===== src/verilog/acm_pkg.sv =====
// Package of constants and types for the config word matcher
package acm_pkg;
   localparam int unsigned WORD_W = 16;
   localparam int unsigned ACK_BIT = 14;
   localparam int unsigned MATCH_RUN = 3;
   localparam int unsigned CNT_W = 2;
   localparam logic [15:0] ZERO_WORD = 16'h0000;
   localparam logic [15:0] ACK_MASK = 16'h4000;
   localparam logic [15:0] CFG_RST = 16'h0000;
   // Link timer, 10 ms at 100 MHz
   localparam int unsigned LINK_TIMER_US = 10000;
   localparam int unsigned CLK_MHZ = 100;
   localparam int unsigned LINK_TIMER_CYC = LINK_TIMER_US * CLK_MHZ;
   typedef enum logic [1:0] {
      ACM_ABIL_DET,
      ACM_ACK_DET,
      ACM_COMPLETE,
      ACM_DONE
   } acm_state_t;
endpackage


===== src/verilog/acm_run_counter.sv =====
// Counter of consecutive identical received config words
`timescale 1ns/1ps
`default_nettype none
module acm_run_counter
   import acm_pkg::*;
#(
   parameter int unsigned W = WORD_W
) (
   input wire logic core_clk, // Clock
   input wire logic rstn, // Sync reset, active low
   input wire logic clr, // Restart clear
   input wire logic word_vld, // Config word received
   input wire logic idle_vld, // Idle set received
   input wire logic [W-1:0] word, // Received word
   input wire logic [W-1:0] cmp_mask, // Bits taking part in compare
   input wire logic need_ack, // Word must carry ACK set
   output logic match, // Run reached three
   output logic [W-1:0] run_word // Word of current run
);
   logic [CNT_W-1:0] cnt_r;
   logic [W-1:0] first_r;
   logic same;
   logic ok;

   // Compare against the first word of the run, masked
   assign same = ((word & cmp_mask) == (first_r & cmp_mask));
   assign ok = !need_ack || word[ACK_BIT];
   assign match = (cnt_r == CNT_W'(MATCH_RUN));
   assign run_word = first_r;

   // Run count, saturating at three
   always_ff @(posedge core_clk) begin
      if (!rstn || clr) begin
         cnt_r <= '0;
         first_r <= CFG_RST;
      end else if (idle_vld) begin
         cnt_r <= '0;
      end else if (word_vld) begin
         if (!ok) begin
            cnt_r <= '0;
         end else if (cnt_r != '0 && same) begin
            if (cnt_r != CNT_W'(MATCH_RUN)) begin
               cnt_r <= cnt_r + 1'b1;
            end
         end else begin
            // Mismatch starts a new run at one
            cnt_r <= CNT_W'(1);
            first_r <= word;
         end
      end
   end
endmodule // acm_run_counter
`default_nettype wire


===== src/verilog/acm_config_match.sv =====
// Receive-side config word matcher and ACK progression for autoneg
// How it works
// - Each end exchanges one 16-bit config word repeatedly, tx_word here.
// - ability_match rises after three identical words, ACK bit ignored.
// - An all-zero matched word neither sets ACK nor leaves ability detect.
// - Entering acknowledge detect, our word is sent with ACK set to one.
// - A received idle clears both match counters.
// - A second or third word unlike the first starts a new run at one; in the ack counter a word without ACK resets the run to zero.
// - Alternating words never set ACK unless they differ only in ACK.
// - Any stable non-zero word, reserved codes included, is acknowledged.
// - acknowledge_match rises after three identical words with ACK set.
// - Complete acknowledge follows only if the acked word is consistent.
// - In complete acknowledge, ACK stays set for one link_timer.
// - An inconsistent acked word restarts auto-negotiation.
`timescale 1ns/1ps
`default_nettype none
module acm_config_match
   import acm_pkg::*;
#(
   parameter int unsigned LINK_CYC = LINK_TIMER_CYC
) (
   input wire logic core_clk, // 100 MHz clock
   input wire logic rstn, // Sync reset, active low
   input wire logic an_restart, // Restart auto-negotiation
   input wire logic rx_cfg_vld, // /C/ word received, one pulse
   input wire logic rx_idle_vld, // /I/ set received, one pulse
   input wire logic [WORD_W-1:0] rx_cfg_word, // Received config word
   input wire logic [WORD_W-1:0] local_word, // Our advertised word
   output logic [WORD_W-1:0] tx_word, // Word to transmit
   output logic ability_match, // Ability run of three
   output logic acknowledge_match, // Ack run of three
   output logic an_complete, // Link timer done in complete state
   output logic restart_req, // Consistency failure pulse
   output logic [WORD_W-1:0] partner_word // Word that set ability
);
   localparam int unsigned LT_W = $clog2(LINK_CYC + 1);
   acm_state_t state_r;
   logic [LT_W-1:0] lt_cnt_r;
   logic [WORD_W-1:0] abil_word_r;
   logic [WORD_W-1:0] abil_run, ack_run;
   logic tx_ack_r;
   logic restart_r;
   logic consistent;
   logic ctr_clr;

   // Equal apart from ACK; used by the consistency check only
   function automatic logic same_but_ack(
      input logic [WORD_W-1:0] a,
      input logic [WORD_W-1:0] b
   );
      return ((a ^ b) & ~ACK_MASK) == '0;
   endfunction

   // All-zero word carries no ability and must never be acknowledged
   function automatic logic is_zero_word(input logic [WORD_W-1:0] w);
      return w == ZERO_WORD;
   endfunction

   // Clear the counters on restart so stale runs never carry over
   assign ctr_clr = an_restart || restart_r;

   acm_run_counter #(.W(WORD_W)) u_abil (
      .core_clk(core_clk),
      .rstn(rstn),
      .clr(ctr_clr),
      .word_vld(rx_cfg_vld),
      .idle_vld(rx_idle_vld),
      .word(rx_cfg_word),
      .cmp_mask(~ACK_MASK),
      .need_ack(1'b0),
      .match(ability_match),
      .run_word(abil_run)
   );

   acm_run_counter #(.W(WORD_W)) u_ack (
      .core_clk(core_clk),
      .rstn(rstn),
      .clr(ctr_clr),
      .word_vld(rx_cfg_vld),
      .idle_vld(rx_idle_vld),
      .word(rx_cfg_word),
      .cmp_mask({WORD_W{1'b1}}),
      .need_ack(1'b1),
      .match(acknowledge_match),
      .run_word(ack_run)
   );

   // Compare apart from ACK against the stored ability word
   assign consistent = same_but_ack(ack_run, abil_word_r);

   // Our word with ACK forced when acknowledging
   always_ff @(posedge core_clk) begin
      if (!rstn) begin
         tx_word <= CFG_RST;
      end else begin
         tx_word <= tx_ack_r ? (local_word | ACK_MASK)
                             : (local_word & ~ACK_MASK);
      end
   end

   // Main progression
   always_ff @(posedge core_clk) begin
      if (!rstn || an_restart || restart_r) begin
         state_r <= ACM_ABIL_DET;
         tx_ack_r <= 1'b0;
         abil_word_r <= CFG_RST;
         lt_cnt_r <= '0;
      end else begin
         case (state_r)
            ACM_ABIL_DET: begin
               // Zero word is not an ability
               if (ability_match && !is_zero_word(abil_run)) begin
                  state_r <= ACM_ACK_DET;
                  tx_ack_r <= 1'b1;
                  abil_word_r <= abil_run;
               end
            end
            ACM_ACK_DET: begin
               if (acknowledge_match && consistent) begin
                  state_r <= ACM_COMPLETE;
                  lt_cnt_r <= '0;
               end
            end
            ACM_COMPLETE: begin
               // ACK held for the full timer
               if (lt_cnt_r == LT_W'(LINK_CYC - 1)) begin
                  state_r <= ACM_DONE;
               end else begin
                  lt_cnt_r <= lt_cnt_r + 1'b1;
               end
            end
            ACM_DONE: begin
               state_r <= ACM_DONE;
            end
            default: state_r <= ACM_ABIL_DET;
         endcase
      end
   end

   // Restart pulse on consistency failure
   always_ff @(posedge core_clk) begin
      if (!rstn || restart_r) begin
         restart_r <= 1'b0;
      end else begin
         restart_r <= (state_r == ACM_ACK_DET) && acknowledge_match &&
                      !consistent;
      end
   end

   assign restart_req = restart_r;
   assign an_complete = (state_r == ACM_DONE);
   assign partner_word = abil_word_r;
endmodule // acm_config_match
`default_nettype wire


===== config.mk =====
export PLATFORM = sky130hd
export DESIGN_NAME = acm_config_match
export DESIGN_NICKNAME = d
export VERILOG_FILES = /design/src/verilog/acm_pkg.sv /design/src/verilog/acm_run_counter.sv /design/src/verilog/acm_config_match.sv
export SDC_FILE = /design/constraint.sdc
export NUM_CORES = 1
export LEC_CHECK = 0
export BUFFER_PORTS_ARGS = -buffer_cell sky130_fd_sc_hd__buf_2
export CORE_UTILIZATION = 36
export CTS_CLUSTER_DIAMETER = 200
export CTS_CLUSTER_SIZE = 12
export DETAILED_ROUTE_END_ITERATION = 12
export SYNTH_ARGS = -nofsm -noshare
export SYNTH_HDL_FRONTEND = slang
export SYNTH_HIERARCHICAL = 1
export SYNTH_SLANG_ARGS = --single-unit
export TNS_END_PERCENT = 100

===== constraint.sdc =====
create_clock -name core_clk -period 4 [get_ports core_clk]
set_clock_uncertainty 0.05 [all_clocks]
set_input_delay 0 -clock core_clk [delete_from_list [all_inputs] [get_ports core_clk]]
set_output_delay 0 -clock core_clk [all_outputs]
set_load 0.05 [all_outputs]

==> out/metrics.cfg <==
[sta]
min_period_ns = 2.90
post-route-period-util = 0.724
worst_pin_slew_ns = 1.14
rsz0062_at_grt = no
setup_tns_ns = 0
max_freq_ghz = 0.345
slew_viol_final = 0
max_slew_margin = 0.235
hold_violations = 0
setup_viol = 0

[setup_path]
worstPathRequired_ns = 4.23
worstPathCellList = ha_1, nand3b_1, nand4b_1, or4_1, a2111oi_4, mux2i_1
worstSetupEndpointType = flop
crit_path_max_incr_delay_ns = 0.92
cp_max_fo = 26
cp-start-kind = flop
crit_arrival_ns = 3.13
path_class = flop to flop
slowest_stage = or4_1
reg2reg_depth = 6

[finish]
n_antenna_cell = 0
final_cell_mix = dfxtp_1 (92), nand2_1 (73), buf_2 (71)
fill_cells = 1504
fin_nets = 782
postLayoutCoreUtil = 0.439
drive_above_1_share = 0.150
syn2layout_area_growth_pct = 19.4
layout_commonest_cell = dfxtp_1

[global_routing]
grt.total_usage = 0.215
grt_max_degree = 36
grt_pass1_wl_mm = 25.4
gr-total-overflow = 0
grt_pass1_vias = 5028
antenna_found_initial = 0

[min_path]
hold_path.class = primary input to flop
min_path_cells = 4

[yosys]
synth_edf_count = 0
yosys.area.top_type = dfxtp_1
ys_seq_area_frac = 0.345
synth_cell_type_count = 48
syn_area_sq_um = 5340
ys_ff_latch = 92
async_flop_share = 0
synth_top_area_frac = 0.345
synth.avg_cell_area_sq_um = 8.21
synthCells = 651
ys.flop_type = dfxtp_1
yosys_warnings = 6
synth.top_cells.by_area = dfxtp_1 (34%), nand3_1 (6.3%), xor2_1 (5.4%), a2bb2oi_1 (5.2%), nand2_1 (5.1%)

[clocking]
cts.sinks = 92
cts_buffers = 9
clk_latency_ns = 0.35
clock_path_buffers = 2
h-tree-depth = 3
cts_tree = yes
cts.repair.resized = 0
root_buffer = clkbuf_16
clk_pin_slew_ns = 0.07

[drt]
dr.pass1.iters = 4
wl_per_cell_um = 16.9
wl_met2_mm = 7.65
drtIter0Drc = 371
drc = 0
vias = 5239
highest_layer = met4
wl_met3_um = 639
wl_met1_mm = 6.99
via_per_inst = 5.64
drtAntennaViolNets = 0
drt-total-wl_mm = 15.7

[die]
core_sq_um = 14500
io_pins = 73
std_cell_rows = 44
initial_core_util = 0.368
fp.dieH_um = 124
chipWidth_um = 124
dieArea_sq_um = 15300

[status]
status = complete, no violations

[placement]
dp_hpwl_mm = 10.7
portBuffers = 71
gp_congestion = 0.848

[pwr]
vdd_drop_max_uv = 230
p_per_area_nw_per_um2 = 345
power_leakage_nw = 2.62

[flow_run]
drv_cap = 0

## synth_stat cells, types with 2 or more instances
library cell,n
dfxtp_1,92
nand2_1,73
nand3_1,67
o21ai_0,43
clkbuf_1,36
a21oi_1,35
and3_1,35
or4_1,33
xor2_1,33
a2bb2oi_1,32
and2_1,18
xnor2_1,16
nor4_1,15
nor2_1,12
a22oi_2,8
inv_1,7
nand3b_1,7
a22oi_1,6
a311oi_1,6
a31oi_1,6
mux2i_1,6
nand4_1,6
buf_2,5
buf_6,5
ha_1,5
nor2b_1,5
nor3_1,5
nand2b_1,4
nor3b_1,4
a41oi_1,2
conb_1,2
nand4_4,2
nand4b_1,2
o21bai_1,2
o22ai_1,2
o41a_1,2
## per-layer routing
metal | vias to the layer above | GRT usage
met5 | - | 0
met4 | 0 | 0.0858
met3 | 26 | 0.0449
met2 | 113 | 0.362
met1 | 2541 | 0.266
li1 | 2559 | -
## state kept, by name, summed over array words and instances (netlist names)
name	count
lt_cnt_r	20
partner_word	16
u_ack/cnt_r	2
u_abil/cnt_r	2
restart_req	1
tx_word	16
u_ack/run_word	16
u_abil/run_word	16
state_r	2
tx_ack_r	1
## path summary, 6_finish.rpt
| check | from | slack [ns] | endpoint |
|---|---|---|---|
| max | u_ack/cnt_r[0]$_SDFFE_PP0P_ | 1.10 | lt_cnt_r[19]$_SDFFE_PP0P_ |
| min | rx_cfg_word[5] | 0.07 | u_ack/run_word[5]$_SDFFE_PP0P_ |
| max reg2reg | u_ack/cnt_r[0]$_SDFFE_PP0P_ | 1.10 | lt_cnt_r[19]$_SDFFE_PP0P_ |
| min reg2reg | tx_ack_r$_SDFFE_PP0P_ | 0.41 | tx_word[14]$_SDFF_PN0_ |
## kinds of logic (layout without fill, tap and decap cells)
logic type / after synthesis / count (layout) / synth area share
other: 2 / 34 / 0.00141
AOI/OAI and AO/OA: 149 / 149 / 0.196
adders and majority gates: 5 / 5 / 0.0117
muxes: 6 / 6 / 0.0112
and+or+nand+nor: 294 / 294 / 0.308
buffers and inverters: 54 / 116 / 0.0468
DFF: 92 / 92 / 0.345
xor gates and xnor gates: 49 / 49 / 0.0803
## power breakdown
part           total, mW  switching [mW]  internal [mW]
Sequential         0.956          0.0191          0.937
Clock              0.971           0.400          0.571
Combinational      0.271           0.177         0.0940
## through the flow
step	worst slack, ns	hold WS, ns	instances	total power [mW]	area (sq um)
floorplan	1.51	0.0283	683	1.16	5460
global placement	1.31	0.156	896	1.22	5880
detailed placement	1.14	0.159	896	1.23	5880
CTS	1.12	0.0515	929	2.22	6380
global route	0.990	0.0818	929	2.28	6380
finish	1.10	0.0671	929	2.20	6380
## critical path: cells and delay by family (launching register included)
family / cells / cell delay [ns]
compound gates: 1 / 0.53
fa+ha+maj: 1 / 0.36
mux: 1 / 0.22
simple gates: 3 / 1.28
flops: 1 / 0.37
## timing repair
action                    CTS  global route
hold endpoints to repair   18             0
hold buffers               17             0
setup buffers               0             0
## area by class of cell
cell class	count	area (sq um)	area share
multi-input combinational	537	3390	0.531
sequential	92	1840	0.289
timing repair buffer	93	563	0.0883
clock buffer	10	239	0.0375
tap	184	230	0.0361
clock inverter	6	93.8	0.0147
inverter	7	26.3	0.00412
No activity file was read; power rests on OpenSTA's default activity.
